[src/logic/global_ctrl_pkg.sv]
// Register map, field positions, defaults and timing of the global control bank
package global_ctrl_pkg;
   // Register offsets on the serial port
   localparam logic [12:0] ADDR_SOFT_RESET  = 13'h0000;
   localparam logic [12:0] ADDR_REQ_MODE    = 13'h0001;
   localparam logic [12:0] ADDR_REQ_SECOND  = 13'h0002;
   localparam logic [12:0] ADDR_ENABLE      = 13'h0003;
   localparam logic [12:0] ADDR_PAIR_EN     = 13'h0004;
   localparam logic [12:0] ADDR_MODE_EN     = 13'h0005;
   localparam logic [12:0] ADDR_ALARM_CLR   = 13'h0006;
   localparam logic [12:0] ADDR_RSVD_MISC   = 13'h0007;
   localparam logic [12:0] ADDR_SCRATCH     = 13'h0008;
   localparam logic [12:0] ADDR_LOCK_SYNC   = 13'h0009;
   localparam int          NUM_REGS         = 10;
   // Value after reset of every register
   localparam logic [7:0]  REG_DEFAULT      = 8'h00;
   localparam logic [7:0]  UNMAPPED_DATA    = 8'h00;
   // Soft reset register
   localparam int BIT_SOFT_RESET    = 0;
   // Request and mode register
   localparam int BIT_RESEED        = 7;
   localparam int BIT_NOISE_PRIO    = 6;
   localparam int BIT_FORCE_HOLD    = 4;
   localparam int BIT_MUTE          = 3;
   localparam int BIT_PULSE_GEN     = 2;
   localparam int BIT_RESTART       = 1;
   localparam int BIT_SLEEP         = 0;
   // Secondary request register
   localparam int BIT_AUTOTUNE      = 2;
   localparam int BIT_SLIP          = 1;
   // Enable register
   localparam int BIT_RF_RESEED_EN  = 5;
   localparam int BIT_OSC_SEL_LO    = 3;
   localparam int BIT_TIMER_EN      = 2;
   localparam int BIT_SYNTH_EN      = 1;
   localparam int BIT_REF_EN        = 0;
   // Mode and enable register
   localparam int BIT_SYNC_MODE_LO  = 6;
   localparam int BIT_OSC_IN_MODE   = 5;
   localparam int BIT_RF_SYNC_MODE  = 4;
   // Alarm clear and lock sync
   localparam int BIT_CLEAR_ALARMS  = 0;
   localparam int BIT_NO_LOCK_SYNC  = 0;
   // Resync machine done state
   localparam logic [3:0] RESYNC_DONE = 4'h2;
   // Sync pin modes
   localparam logic [1:0] SYNC_OFF    = 2'b00;
   localparam logic [1:0] SYNC_SYNC   = 2'b01;
   localparam logic [1:0] SYNC_PULSE  = 2'b10;
   localparam logic [1:0] SYNC_AUTO   = 2'b11;
   // Oscillator selection codes
   localparam logic [1:0] OSC_EXT     = 2'b00;
   localparam logic [1:0] OSC_HIGH    = 2'b01;
   localparam logic [1:0] OSC_LOW     = 2'b10;
   // Holdover entry delays in core clock cycles
   localparam logic [2:0] HOLD_DLY_DEBOUNCE = 3'd6;
   localparam logic [2:0] HOLD_DLY_BYPASS   = 3'd2;
   // Serial frame layout
   localparam logic [4:0] FRAME_BITS  = 5'd24;
   localparam logic [4:0] HEADER_BITS = 5'd16;
   // Serial port states
   typedef enum logic [2:0] {
      SP_IDLE  = 3'b001,
      SP_SHIFT = 3'b010,
      SP_DONE  = 3'b100
   } spi_state_t;
endpackage : global_ctrl_pkg

[src/logic/global_control_register_bank.sv]
// Global control register bank behind the serial programming port
`timescale 1ns/1ps
module global_control_register_bank (
   input  wire logic        ref_clk_i,          // Core clock
   input  wire logic        arst_n_i,           // Async reset, active low
   input  wire logic        sclk_i,             // Serial clock
   input  wire logic        csb_n_i,            // Serial select, active low
   input  wire logic        sdio_i,             // Serial data in
   output logic             sdio_o,             // Serial data out
   output logic             sdio_oe_o,          // Serial data drive enable
   input  wire logic [3:0]  resync_state_i,     // Resync machine state
   input  wire logic        gpi_holdover_i,     // Holdover from input pin
   input  wire logic        debounce_bypass_i,  // Skip holdover debouncer
   input  wire logic        slip_done_i,        // Dividers finished slip
   input  wire logic        alarm_event_i,      // Other alarm source
   input  wire logic        sync_pin_i,         // Sync pin level
   input  wire logic        synth_lock_i,       // Synthesis loop locked
   output logic             divider_reset_o,    // Reset dividers and FSMs
   output logic             reseed_o,           // Reseed pulse
   output logic             slip_o,             // Slip pulse
   output logic             autotune_o,         // Autotune start pulse
   output logic             pulse_gen_o,        // Pulse stream request
   output logic             sync_event_o,       // Sync through synth loop
   output logic             lock_sync_o,        // Sync up feedback divider
   output logic             holdover_o,         // Loop in holdover
   output logic             phase_alarm_o,      // Latched phase sync alarm
   output logic             noise_priority_o,   // Noise priority path
   output logic             mute_o,             // Output drivers muted
   output logic             sleep_o,            // Device shut down
   output logic             io_buffer_en_o,     // Input/output buffers on
   output logic             reference_loop_en_o,// Reference loop enable
   output logic             synthesis_loop_en_o,// Synthesis loop enable
   output logic             timer_en_o,         // Timing reference enable
   output logic             rf_reseed_en_o,     // High-speed reseeder on
   output logic             osc_internal_high_o,// High core selected
   output logic             osc_internal_low_o, // Low core selected
   output logic             osc_external_o,     // External oscillator used
   output logic [13:0]      channel_en_o,       // Per-channel enables
   output logic             osc_input_mode_o,   // Second input as osc
   output logic             sync_input_mode_o,  // First input as sync
   output logic [3:0]       ref_path_en_o       // Reference path enables
);

   // Released reset copy
   logic              rst_ff1_r;
   logic              rst_n_r;
   // Register array
   logic [7:0]        regs_r [global_ctrl_pkg::NUM_REGS];
   // Serial port state
   global_ctrl_pkg::spi_state_t spi_state_r;
   logic              sclk_d_r;            // Previous serial clock
   logic [4:0]        bit_cnt_r;           // Bits taken in frame
   logic [23:0]       shift_in_r;          // Incoming frame
   logic [7:0]        shift_out_r;         // Read data being sent
   logic              rd_phase_r;          // Read data phase active
   logic              wr_stb_r;            // One-cycle write strobe
   logic [12:0]       wr_addr_r;           // Write address
   logic [7:0]        wr_data_r;           // Write data
   // Edge history of request bits and pins
   logic              reseed_d_r;
   logic              pulse_d_r;
   logic              slip_d_r;
   logic              tune_d_r;
   logic              sync_d_r;
   logic              lock_d_r;
   // Holdover debouncer
   logic [2:0]        hold_cnt_r;
   // Latched alarms
   logic              other_alarm_r;
   // Combinational helpers
   logic              sclk_rise;
   logic              soft_reset;
   logic              clear_alarms;
   logic              hold_req;
   logic [2:0]        hold_target;
   logic [1:0]        sync_mode;
   logic              sync_rise;
   logic              alarm_present;

   // Read decode of a register address
   function automatic logic [7:0] read_reg(input logic [12:0] addr,
                                           input logic [7:0] r0,
                                           input logic [7:0] r1,
                                           input logic [7:0] r2,
                                           input logic [7:0] r3,
                                           input logic [7:0] r4,
                                           input logic [7:0] r5,
                                           input logic [7:0] r6,
                                           input logic [7:0] r7,
                                           input logic [7:0] r8,
                                           input logic [7:0] r9);
      logic [7:0] d;
      case (addr)
         global_ctrl_pkg::ADDR_SOFT_RESET: d = r0;
         global_ctrl_pkg::ADDR_REQ_MODE:   d = r1;
         global_ctrl_pkg::ADDR_REQ_SECOND: d = r2;
         global_ctrl_pkg::ADDR_ENABLE:     d = r3;
         global_ctrl_pkg::ADDR_PAIR_EN:    d = r4;
         global_ctrl_pkg::ADDR_MODE_EN:    d = r5;
         global_ctrl_pkg::ADDR_ALARM_CLR:  d = r6;
         global_ctrl_pkg::ADDR_RSVD_MISC:  d = r7;
         global_ctrl_pkg::ADDR_SCRATCH:    d = r8;
         global_ctrl_pkg::ADDR_LOCK_SYNC:  d = r9;
         default:                          d = global_ctrl_pkg::UNMAPPED_DATA;
      endcase
      return d;
   endfunction : read_reg

   // Reset release through two flops
   always_ff @(posedge ref_clk_i or negedge arst_n_i) begin
      if (!arst_n_i) begin
         rst_ff1_r <= 1'b0;
         rst_n_r   <= 1'b0;
      end else begin
         rst_ff1_r <= 1'b1;
         rst_n_r   <= rst_ff1_r;
      end
   end

   // Serial clock edge detect
   assign sclk_rise = sclk_i & ~sclk_d_r;

   // Serial frame: rw, two length bits, 13 address bits, 8 data bits
   always_ff @(posedge ref_clk_i or negedge rst_n_r) begin
      if (!rst_n_r) begin
         spi_state_r <= global_ctrl_pkg::SP_IDLE;
         sclk_d_r    <= 1'b0;
         bit_cnt_r   <= 5'd0;
         shift_in_r  <= 24'h00_0000;
         shift_out_r <= 8'h00;
         rd_phase_r  <= 1'b0;
         wr_stb_r    <= 1'b0;
         wr_addr_r   <= 13'h0000;
         wr_data_r   <= 8'h00;
      end else begin
         sclk_d_r <= sclk_i;
         wr_stb_r <= 1'b0;
         case (spi_state_r)
            // Wait for select
            global_ctrl_pkg::SP_IDLE: begin
               bit_cnt_r  <= 5'd0;
               rd_phase_r <= 1'b0;
               if (!csb_n_i) begin
                  spi_state_r <= global_ctrl_pkg::SP_SHIFT;
               end
            end
            // Take one bit per serial clock rise
            global_ctrl_pkg::SP_SHIFT: begin
               if (csb_n_i) begin
                  spi_state_r <= global_ctrl_pkg::SP_IDLE;
               end else if (sclk_rise) begin
                  shift_in_r <= {shift_in_r[22:0], sdio_i};
                  bit_cnt_r  <= bit_cnt_r + 5'd1;
                  if (rd_phase_r) begin
                     shift_out_r <= {shift_out_r[6:0], 1'b0};
                  end
                  if (bit_cnt_r == global_ctrl_pkg::HEADER_BITS - 5'd1
                      && shift_in_r[14]) begin
                     // Header complete on a read: load data
                     rd_phase_r  <= 1'b1;
                     shift_out_r <= read_reg({shift_in_r[11:0], sdio_i},
                        regs_r[0], regs_r[1], regs_r[2], regs_r[3],
                        regs_r[4], regs_r[5], regs_r[6], regs_r[7],
                        regs_r[8], regs_r[9]);
                  end
                  if (bit_cnt_r == global_ctrl_pkg::FRAME_BITS - 5'd1) begin
                     spi_state_r <= global_ctrl_pkg::SP_DONE;
                     if (!shift_in_r[22]) begin
                        wr_stb_r  <= 1'b1;
                        wr_addr_r <= shift_in_r[19:7];
                        wr_data_r <= {shift_in_r[6:0], sdio_i};
                     end
                  end
               end
            end
            // Frame over, wait for deselect
            global_ctrl_pkg::SP_DONE: begin
               rd_phase_r <= 1'b0;
               if (csb_n_i) begin
                  spi_state_r <= global_ctrl_pkg::SP_IDLE;
               end
            end
            default: spi_state_r <= global_ctrl_pkg::SP_IDLE;
         endcase
      end
   end

   // Read data drive
   assign sdio_o    = shift_out_r[7];
   assign sdio_oe_o = rd_phase_r & ~csb_n_i;

   // Soft reset and alarm clear strobes
   assign soft_reset   = wr_stb_r
      && wr_addr_r == global_ctrl_pkg::ADDR_SOFT_RESET
      && wr_data_r[global_ctrl_pkg::BIT_SOFT_RESET];
   assign clear_alarms = wr_stb_r
      && wr_addr_r == global_ctrl_pkg::ADDR_ALARM_CLR
      && wr_data_r[global_ctrl_pkg::BIT_CLEAR_ALARMS];

   // Register writes; scratchpad is plain storage
   always_ff @(posedge ref_clk_i or negedge rst_n_r) begin
      if (!rst_n_r) begin
         for (int i = 0; i < global_ctrl_pkg::NUM_REGS; i++) begin
            regs_r[i] <= global_ctrl_pkg::REG_DEFAULT;
         end
      end else if (soft_reset) begin
         // Whole bank back to defaults, soft reset bit included
         for (int i = 0; i < global_ctrl_pkg::NUM_REGS; i++) begin
            regs_r[i] <= global_ctrl_pkg::REG_DEFAULT;
         end
      end else if (wr_stb_r
                   && wr_addr_r < 13'(global_ctrl_pkg::NUM_REGS)) begin
         regs_r[wr_addr_r[3:0]] <= wr_data_r;
      end
   end

   // Edge history, cleared by the hardware reset only, not by soft reset
   always_ff @(posedge ref_clk_i or negedge rst_n_r) begin
      if (!rst_n_r) begin
         reseed_d_r <= 1'b0;
         pulse_d_r  <= 1'b0;
         slip_d_r   <= 1'b0;
         tune_d_r   <= 1'b0;
         sync_d_r   <= 1'b0;
         lock_d_r   <= 1'b0;
      end else begin
         reseed_d_r <= regs_r[1][global_ctrl_pkg::BIT_RESEED];
         pulse_d_r  <= regs_r[1][global_ctrl_pkg::BIT_PULSE_GEN];
         slip_d_r   <= regs_r[2][global_ctrl_pkg::BIT_SLIP];
         tune_d_r   <= regs_r[2][global_ctrl_pkg::BIT_AUTOTUNE];
         sync_d_r   <= sync_pin_i;
         lock_d_r   <= synth_lock_i;
      end
   end

   // Sync pin decode
   assign sync_mode     = regs_r[5][7:global_ctrl_pkg::BIT_SYNC_MODE_LO];
   assign sync_rise     = sync_pin_i & ~sync_d_r;
   assign alarm_present = phase_alarm_o | other_alarm_r;

   // Request pulses toward dividers and loops
   always_ff @(posedge ref_clk_i or negedge rst_n_r) begin
      if (!rst_n_r) begin
         divider_reset_o <= 1'b0;
         reseed_o        <= 1'b0;
         slip_o          <= 1'b0;
         autotune_o      <= 1'b0;
         pulse_gen_o     <= 1'b0;
         sync_event_o    <= 1'b0;
         lock_sync_o     <= 1'b0;
      end else begin
         // Dividers reset on soft reset or restart
         divider_reset_o <= soft_reset
            | regs_r[1][global_ctrl_pkg::BIT_RESTART];
         // Reseed only on rise and while resync machine is in its done state
         reseed_o   <= regs_r[1][global_ctrl_pkg::BIT_RESEED] & ~reseed_d_r
            & (resync_state_i == global_ctrl_pkg::RESYNC_DONE);
         slip_o     <= regs_r[2][global_ctrl_pkg::BIT_SLIP]
            & ~slip_d_r;
         autotune_o <= regs_r[2][global_ctrl_pkg::BIT_AUTOTUNE]
            & ~tune_d_r;
         // Pulse stream from register or sync pin
         pulse_gen_o <= (regs_r[1][global_ctrl_pkg::BIT_PULSE_GEN]
                         & ~pulse_d_r)
            | (sync_rise & (sync_mode == global_ctrl_pkg::SYNC_PULSE
                 || (sync_mode == global_ctrl_pkg::SYNC_AUTO
                     && !alarm_present)));
         // Sync carried through the synthesis loop
         sync_event_o <= sync_rise
            & (sync_mode == global_ctrl_pkg::SYNC_SYNC
               || (sync_mode == global_ctrl_pkg::SYNC_AUTO
                   && alarm_present));
         // Sync up feedback divider on lock
         lock_sync_o <= synth_lock_i & ~lock_d_r
            & ~regs_r[9][global_ctrl_pkg::BIT_NO_LOCK_SYNC];
      end
   end

   // Latched alarms; a new event beats a clear
   always_ff @(posedge ref_clk_i or negedge rst_n_r) begin
      if (!rst_n_r) begin
         phase_alarm_o <= 1'b0;
         other_alarm_r <= 1'b0;
      end else begin
         if (slip_done_i) begin
            phase_alarm_o <= 1'b1;
         end else if (clear_alarms || soft_reset) begin
            phase_alarm_o <= 1'b0;
         end
         if (alarm_event_i) begin
            other_alarm_r <= 1'b1;
         end else if (clear_alarms || soft_reset) begin
            other_alarm_r <= 1'b0;
         end
      end
   end

   // Holdover request and debounce delay
   assign hold_req    = regs_r[1][global_ctrl_pkg::BIT_FORCE_HOLD]
                        | gpi_holdover_i;
   assign hold_target = debounce_bypass_i ? global_ctrl_pkg::HOLD_DLY_BYPASS
                                          : global_ctrl_pkg::HOLD_DLY_DEBOUNCE;

   // Request must stay high for the full delay
   always_ff @(posedge ref_clk_i or negedge rst_n_r) begin
      if (!rst_n_r) begin
         hold_cnt_r <= 3'd0;
         holdover_o <= 1'b0;
      end else if (!hold_req || soft_reset) begin
         hold_cnt_r <= 3'd0;
         holdover_o <= 1'b0;
      end else begin
         if (hold_cnt_r < hold_target) begin
            hold_cnt_r <= hold_cnt_r + 3'd1;
         end
         holdover_o <= (hold_cnt_r + 3'd1 >= hold_target);
      end
   end

   // Static controls straight from the registers
   always_ff @(posedge ref_clk_i or negedge rst_n_r) begin
      if (!rst_n_r) begin
         noise_priority_o    <= 1'b0;
         mute_o              <= 1'b0;
         sleep_o             <= 1'b0;
         io_buffer_en_o      <= 1'b0;
         reference_loop_en_o <= 1'b0;
         synthesis_loop_en_o <= 1'b0;
         timer_en_o          <= 1'b0;
         rf_reseed_en_o      <= 1'b0;
         osc_internal_high_o <= 1'b0;
         osc_internal_low_o  <= 1'b0;
         osc_external_o      <= 1'b0;
         channel_en_o        <= 14'h0000;
         osc_input_mode_o    <= 1'b0;
         sync_input_mode_o   <= 1'b0;
         ref_path_en_o       <= 4'h0;
      end else begin
         noise_priority_o <= regs_r[1][global_ctrl_pkg::BIT_NOISE_PRIO];
         mute_o  <= regs_r[1][global_ctrl_pkg::BIT_MUTE];
         sleep_o <= regs_r[1][global_ctrl_pkg::BIT_SLEEP];
         io_buffer_en_o <= ~regs_r[1][global_ctrl_pkg::BIT_SLEEP];
         // Loop enables, both forced off in sleep
         reference_loop_en_o <= regs_r[3][global_ctrl_pkg::BIT_REF_EN]
            & ~regs_r[1][global_ctrl_pkg::BIT_SLEEP];
         synthesis_loop_en_o <= regs_r[3][global_ctrl_pkg::BIT_SYNTH_EN]
            & ~regs_r[1][global_ctrl_pkg::BIT_SLEEP];
         timer_en_o     <= regs_r[3][global_ctrl_pkg::BIT_TIMER_EN];
         rf_reseed_en_o <= regs_r[3][global_ctrl_pkg::BIT_RF_RESEED_EN];
         // Oscillator core decode; code 11 selects nothing
         osc_external_o <= regs_r[3][4:global_ctrl_pkg::BIT_OSC_SEL_LO]
            == global_ctrl_pkg::OSC_EXT;
         osc_internal_high_o <= regs_r[3][4:global_ctrl_pkg::BIT_OSC_SEL_LO]
            == global_ctrl_pkg::OSC_HIGH;
         osc_internal_low_o <= regs_r[3][4:global_ctrl_pkg::BIT_OSC_SEL_LO]
            == global_ctrl_pkg::OSC_LOW;
         // Channel pairs, output network off in sleep
         for (int n = 0; n < 7; n++) begin
            channel_en_o[2*n]   <= regs_r[4][n]
               & ~regs_r[1][global_ctrl_pkg::BIT_SLEEP];
            channel_en_o[2*n+1] <= regs_r[4][n]
               & ~regs_r[1][global_ctrl_pkg::BIT_SLEEP];
         end
         osc_input_mode_o  <= regs_r[5][global_ctrl_pkg::BIT_OSC_IN_MODE];
         sync_input_mode_o <= regs_r[5][global_ctrl_pkg::BIT_RF_SYNC_MODE];
         ref_path_en_o <= regs_r[5][3:0]
            & {4{~regs_r[1][global_ctrl_pkg::BIT_SLEEP]}};
      end
   end

endmodule : global_control_register_bank

[config.mk]
export PLATFORM = sky130hd
export DESIGN_NAME = global_control_register_bank
export DESIGN_NICKNAME = d
export VERILOG_FILES = /design/src/logic/global_ctrl_pkg.sv /design/src/logic/global_control_register_bank.sv
export SDC_FILE = /design/constraint.sdc
export NUM_CORES = 1
export LEC_CHECK = 0
export ABC_AREA = 1
export BUFFER_PORTS_ARGS = -buffer_cell sky130_fd_sc_hd__buf_2
export CAP_MARGIN = 0
export CORE_MARGIN = 8
export CORE_UTILIZATION = 45
export CTS_CLUSTER_DIAMETER = 100
export DETAILED_ROUTE_END_ITERATION = 8
export PLACE_DENSITY = 0.66
export SYNTH_ARGS = -nofsm -noshare
export SYNTH_HDL_FRONTEND = slang
export SYNTH_SLANG_ARGS = --single-unit
[constraint.sdc]
create_clock -name ref_clk_i -period 6.4 [get_ports ref_clk_i]
set_input_delay 1.6 -clock ref_clk_i [delete_from_list [all_inputs] [get_ports ref_clk_i]]
set_output_delay 1.6 -clock ref_clk_i [all_outputs]
set_load 0.02 [all_outputs]
==> metrics.csv <==
metric,value,unit
Worst Clk Skew,7.744,ps
number of register bits inferred by synthesis,188,
crit path DAT,1980,ps
clock-pin slew of the registers on the worst-case setup and hold paths,70,ps
share of final-layout standard cells stronger than drive strength 1,0.1043,
non-filler cells in the finished layout,1217,
Cell Rows,49,
CTS H-tree depth,4,
number of gates resized after cts,0,
clock tree from TritonCTS,built,
largest driver fanout on the critical path,5,
RSZ-0062 raised after global routing,no,
GRT met3 Usage,0.03817,
remaining global-route overflow,0,
Die Outline Area,0.02257,mm2
via total after detailed routing,6526,
r2r endpoint,shift_out_r[0],
number of global-route vias before repair,6164,
slack of the worst reg-to-reg path,3700,ps
DRC violations left,0,
"Distinct cells, synth",37,
Total Negative Setup Slacks,0,ps
Post-Syn Area,0.008107,mm2
crit path time final,3583,ps
violation count after the first detailed-routing iteration,660,
drt via density,5.362,
pin count of the biggest net entering global routing,81,
die height,150.2,um
element type at the critical path end,output port,
Routed Antenna Nets,0,
area growth from synthesis to layout,12.78,%
initial antenna violation count,0,
status,"complete, no violations",
post-synthesis instance total,927,
P per Cell Area,289.5,mW/mm2
Final Routed Wirelength,19900,um
routed length per instance,16.35,um
share of the yosys chip area belonging to registers,0.5805,
initial standard-cell utilization of the core,0.4544,
I/O Pins,57,
global routing's busiest layer,met2,
main flop type after synthesis,sky130_fd_sc_hd__dfrtp_1,
worst rel slew slack,0.4077,
Clock Path Buffers,2,
Worst R2R Start,spi_state_r[0],
element type at the critical path start,primary input,
met2 routing resource usage after global routing,0.2809,
syn_area_per_cell,8.745,um2
number of flops mapped to enable cells by yosys,0,
Post-Syn Nets,948,
core area,0.01784,mm2
clock latency on the worst-skew pair,440,ps
"Hold Violations, Final",0,
Global Route Usage Sum,0.1853,
global-route met1 utilization,0.2606,
Layout Nets,996,
"IR drop worst, VDD",0.0002453,V
total instance count after detailed placement,1185,
number of sinks driven by the clock tree,188,
count of yosys warnings during synthesis,0,
number of fillers in the final layout,1635,
port buffer count,56,
worst reg2reg path depth,9,
Worst Setup EP,sdio_oe_o,
leakage power summed over all cells,4.779,nW
antenna cells,0,
total of max-cap violations,0,
"Async S/R FF share, synth",1.000,
share of the cycle needed by the critical path after routing,0.5598,
worst hold path type,register to async pin,
half-perimeter wire length after placement,13770,um
Setup Viol. Count Final,0,
Slew Limit Fails,0,
width of the die,150.2,um
post-cts hold buffer count,0,
global-route wire length before repair,32450,um
final weighted congestion of routability-driven global placement,0.8756,
highest achievable clock rate,0.2791,GHz
actual slew at the worst max-slew pin,888.4,ps
number of buffers inserted by post-CTS setup repair,0,
first-pass detailed-route iteration total,6,
required arrival time at the worst endpoint,4800,ps
kind of critical path,primary input to output port,
Clock Root Buffer,sky130_fd_sc_hd__clkbuf_16,
TritonCTS Buffers,17,
startpoint of the worst setup timing path,csb_n_i,
-- synth_stat cells, types with 7 or more instances --
cell type | instances | area share
sky130_fd_sc_hd__a21oi_1 | 7 | 0.0043
sky130_fd_sc_hd__buf_2 | 16 | 0.0099
sky130_fd_sc_hd__buf_4 | 7 | 0.0065
sky130_fd_sc_hd__clkbuf_1 | 9 | 0.0042
sky130_fd_sc_hd__dfrtp_1 | 187 | 0.58
sky130_fd_sc_hd__inv_1 | 94 | 0.044
sky130_fd_sc_hd__nand2_1 | 209 | 0.097
sky130_fd_sc_hd__nand3_1 | 135 | 0.083
sky130_fd_sc_hd__nand4_1 | 18 | 0.014
sky130_fd_sc_hd__nor2_1 | 87 | 0.040
sky130_fd_sc_hd__nor3_1 | 7 | 0.0043
sky130_fd_sc_hd__o21ai_0 | 90 | 0.056
sky130_fd_sc_hd__o22ai_1 | 20 | 0.015
-- registers in the layout, indices dropped and copies added (netlist names), 4 cells and up --
name           cells
regs_r            80
shift_in_r        23
wr_addr_r         13
shift_out_r        8
wr_data_r          8
channel_en_o       7
bit_cnt_r          5
ref_path_en_o      4
-- critical path, cell delays in order --
cell                     delay (ps)
sky130_fd_sc_hd__buf_2          130
sky130_fd_sc_hd__nor2_1          90
sky130_fd_sc_hd__buf_2          160
-- worst min-delay path by stage --
stage	from	to	slack, ps
after floorplan	rst_ff1_r	rst_n_r	330
after global placement	rst_ff1_r	rst_n_r	340
after detailed placement	rst_ff1_r	rst_n_r	340
after CTS	rst_ff1_r	rst_n_r	360
after global routing	rst_ff1_r	rst_n_r	370
final	rst_n_r	ref_path_en_o[0]	360
-- cells in the final DEF (no fill, tap or decap), types with 2 or more instances in the layout --
master / count
sky130_fd_sc_hd__a211oi_1: 2
sky130_fd_sc_hd__nor2_1: 86
sky130_fd_sc_hd__clkinv_2: 2
sky130_fd_sc_hd__nor4_1: 2
sky130_fd_sc_hd__bufinv_16: 2
sky130_fd_sc_hd__o32ai_1: 2
sky130_fd_sc_hd__nor3_1: 7
sky130_fd_sc_hd__clkbuf_16: 17
sky130_fd_sc_hd__or2_2: 2
sky130_fd_sc_hd__clkinvlp_4: 2
sky130_fd_sc_hd__buf_2: 56
sky130_fd_sc_hd__buf_4: 5
sky130_fd_sc_hd__dfrtp_1: 186
sky130_fd_sc_hd__nand4_1: 18
sky130_fd_sc_hd__o21ai_0: 90
sky130_fd_sc_hd__o22ai_1: 20
sky130_fd_sc_hd__nand2_1: 209
sky130_fd_sc_hd__clkinv_1: 4
sky130_fd_sc_hd__a22oi_1: 5
sky130_fd_sc_hd__ha_1: 6
sky130_fd_sc_hd__inv_1: 94
sky130_fd_sc_hd__clkinv_4: 2
sky130_fd_sc_hd__nand3_1: 135
sky130_fd_sc_hd__a21oi_1: 7
sky130_fd_sc_hd__o21bai_1: 2
sky130_fd_sc_hd__inv_6: 5
-- cell type report --
class / instances / area (um2) / share of cell area
inverters: 98 / 367.9 / 0.04024
flip-flops and latches: 188 / 4710 / 0.5151
multi-input cells: 609 / 2874 / 0.3144
repair buffers: 61 / 317.8 / 0.03476
clock inverters: 14 / 157.7 / 0.01724
well taps: 229 / 286.5 / 0.03134
clock buffers: 18 / 429.2 / 0.04694
-- metal layers --
metal  vias to the layer above  part of all wire
met5                         -                 0
met4                         0             0.014
met3                        19             0.063
met2                       191              0.46
met1                      3173              0.46
li1                       3143                 -
-- report_power, final --
group	total (mW)	internal [mW]	leakage (nW)	switching, mW
Clock	1.06	0.584	0.284	0.479
Combinational	0.289	0.0750	2.16	0.214
Sequential	1.30	1.24	2.33	0.0521
Total	2.65	1.90	4.78	0.745
-- per-stage QoR --
step,hold slack [ps],total power [mW],worst slack (ps),utilization,area (um2)
after floorplan,331.2,1.517,775.1,-,8107
after global placement,336.3,1.604,2767,0.4796,8556
after detailed placement,341.0,1.610,2737,0.4796,8556
after CTS,357.3,2.668,2805,0.5124,9143
after global routing,367.4,2.760,2794,0.5124,9143
final,356.5,2.647,2817,0.5124,9143
-- kinds of logic after synthesis --
| group | Yosys count | share of synthesized area |
|---|---|---|
| adder cells (fa/ha/maj) | 6 | 0.009260 |
| AO/OA/AOI/OAI | 132 | 0.08967 |
| AND/OR/NAND/NOR | 468 | 0.2520 |
| flip-flops | 188 | 0.5805 |
| XOR/XNOR | 2 | 0.002161 |
| other | 1 | 0.0004626 |
| buffers and inverters | 130 | 0.06590 |
Power figures use the tool's default switching activity.
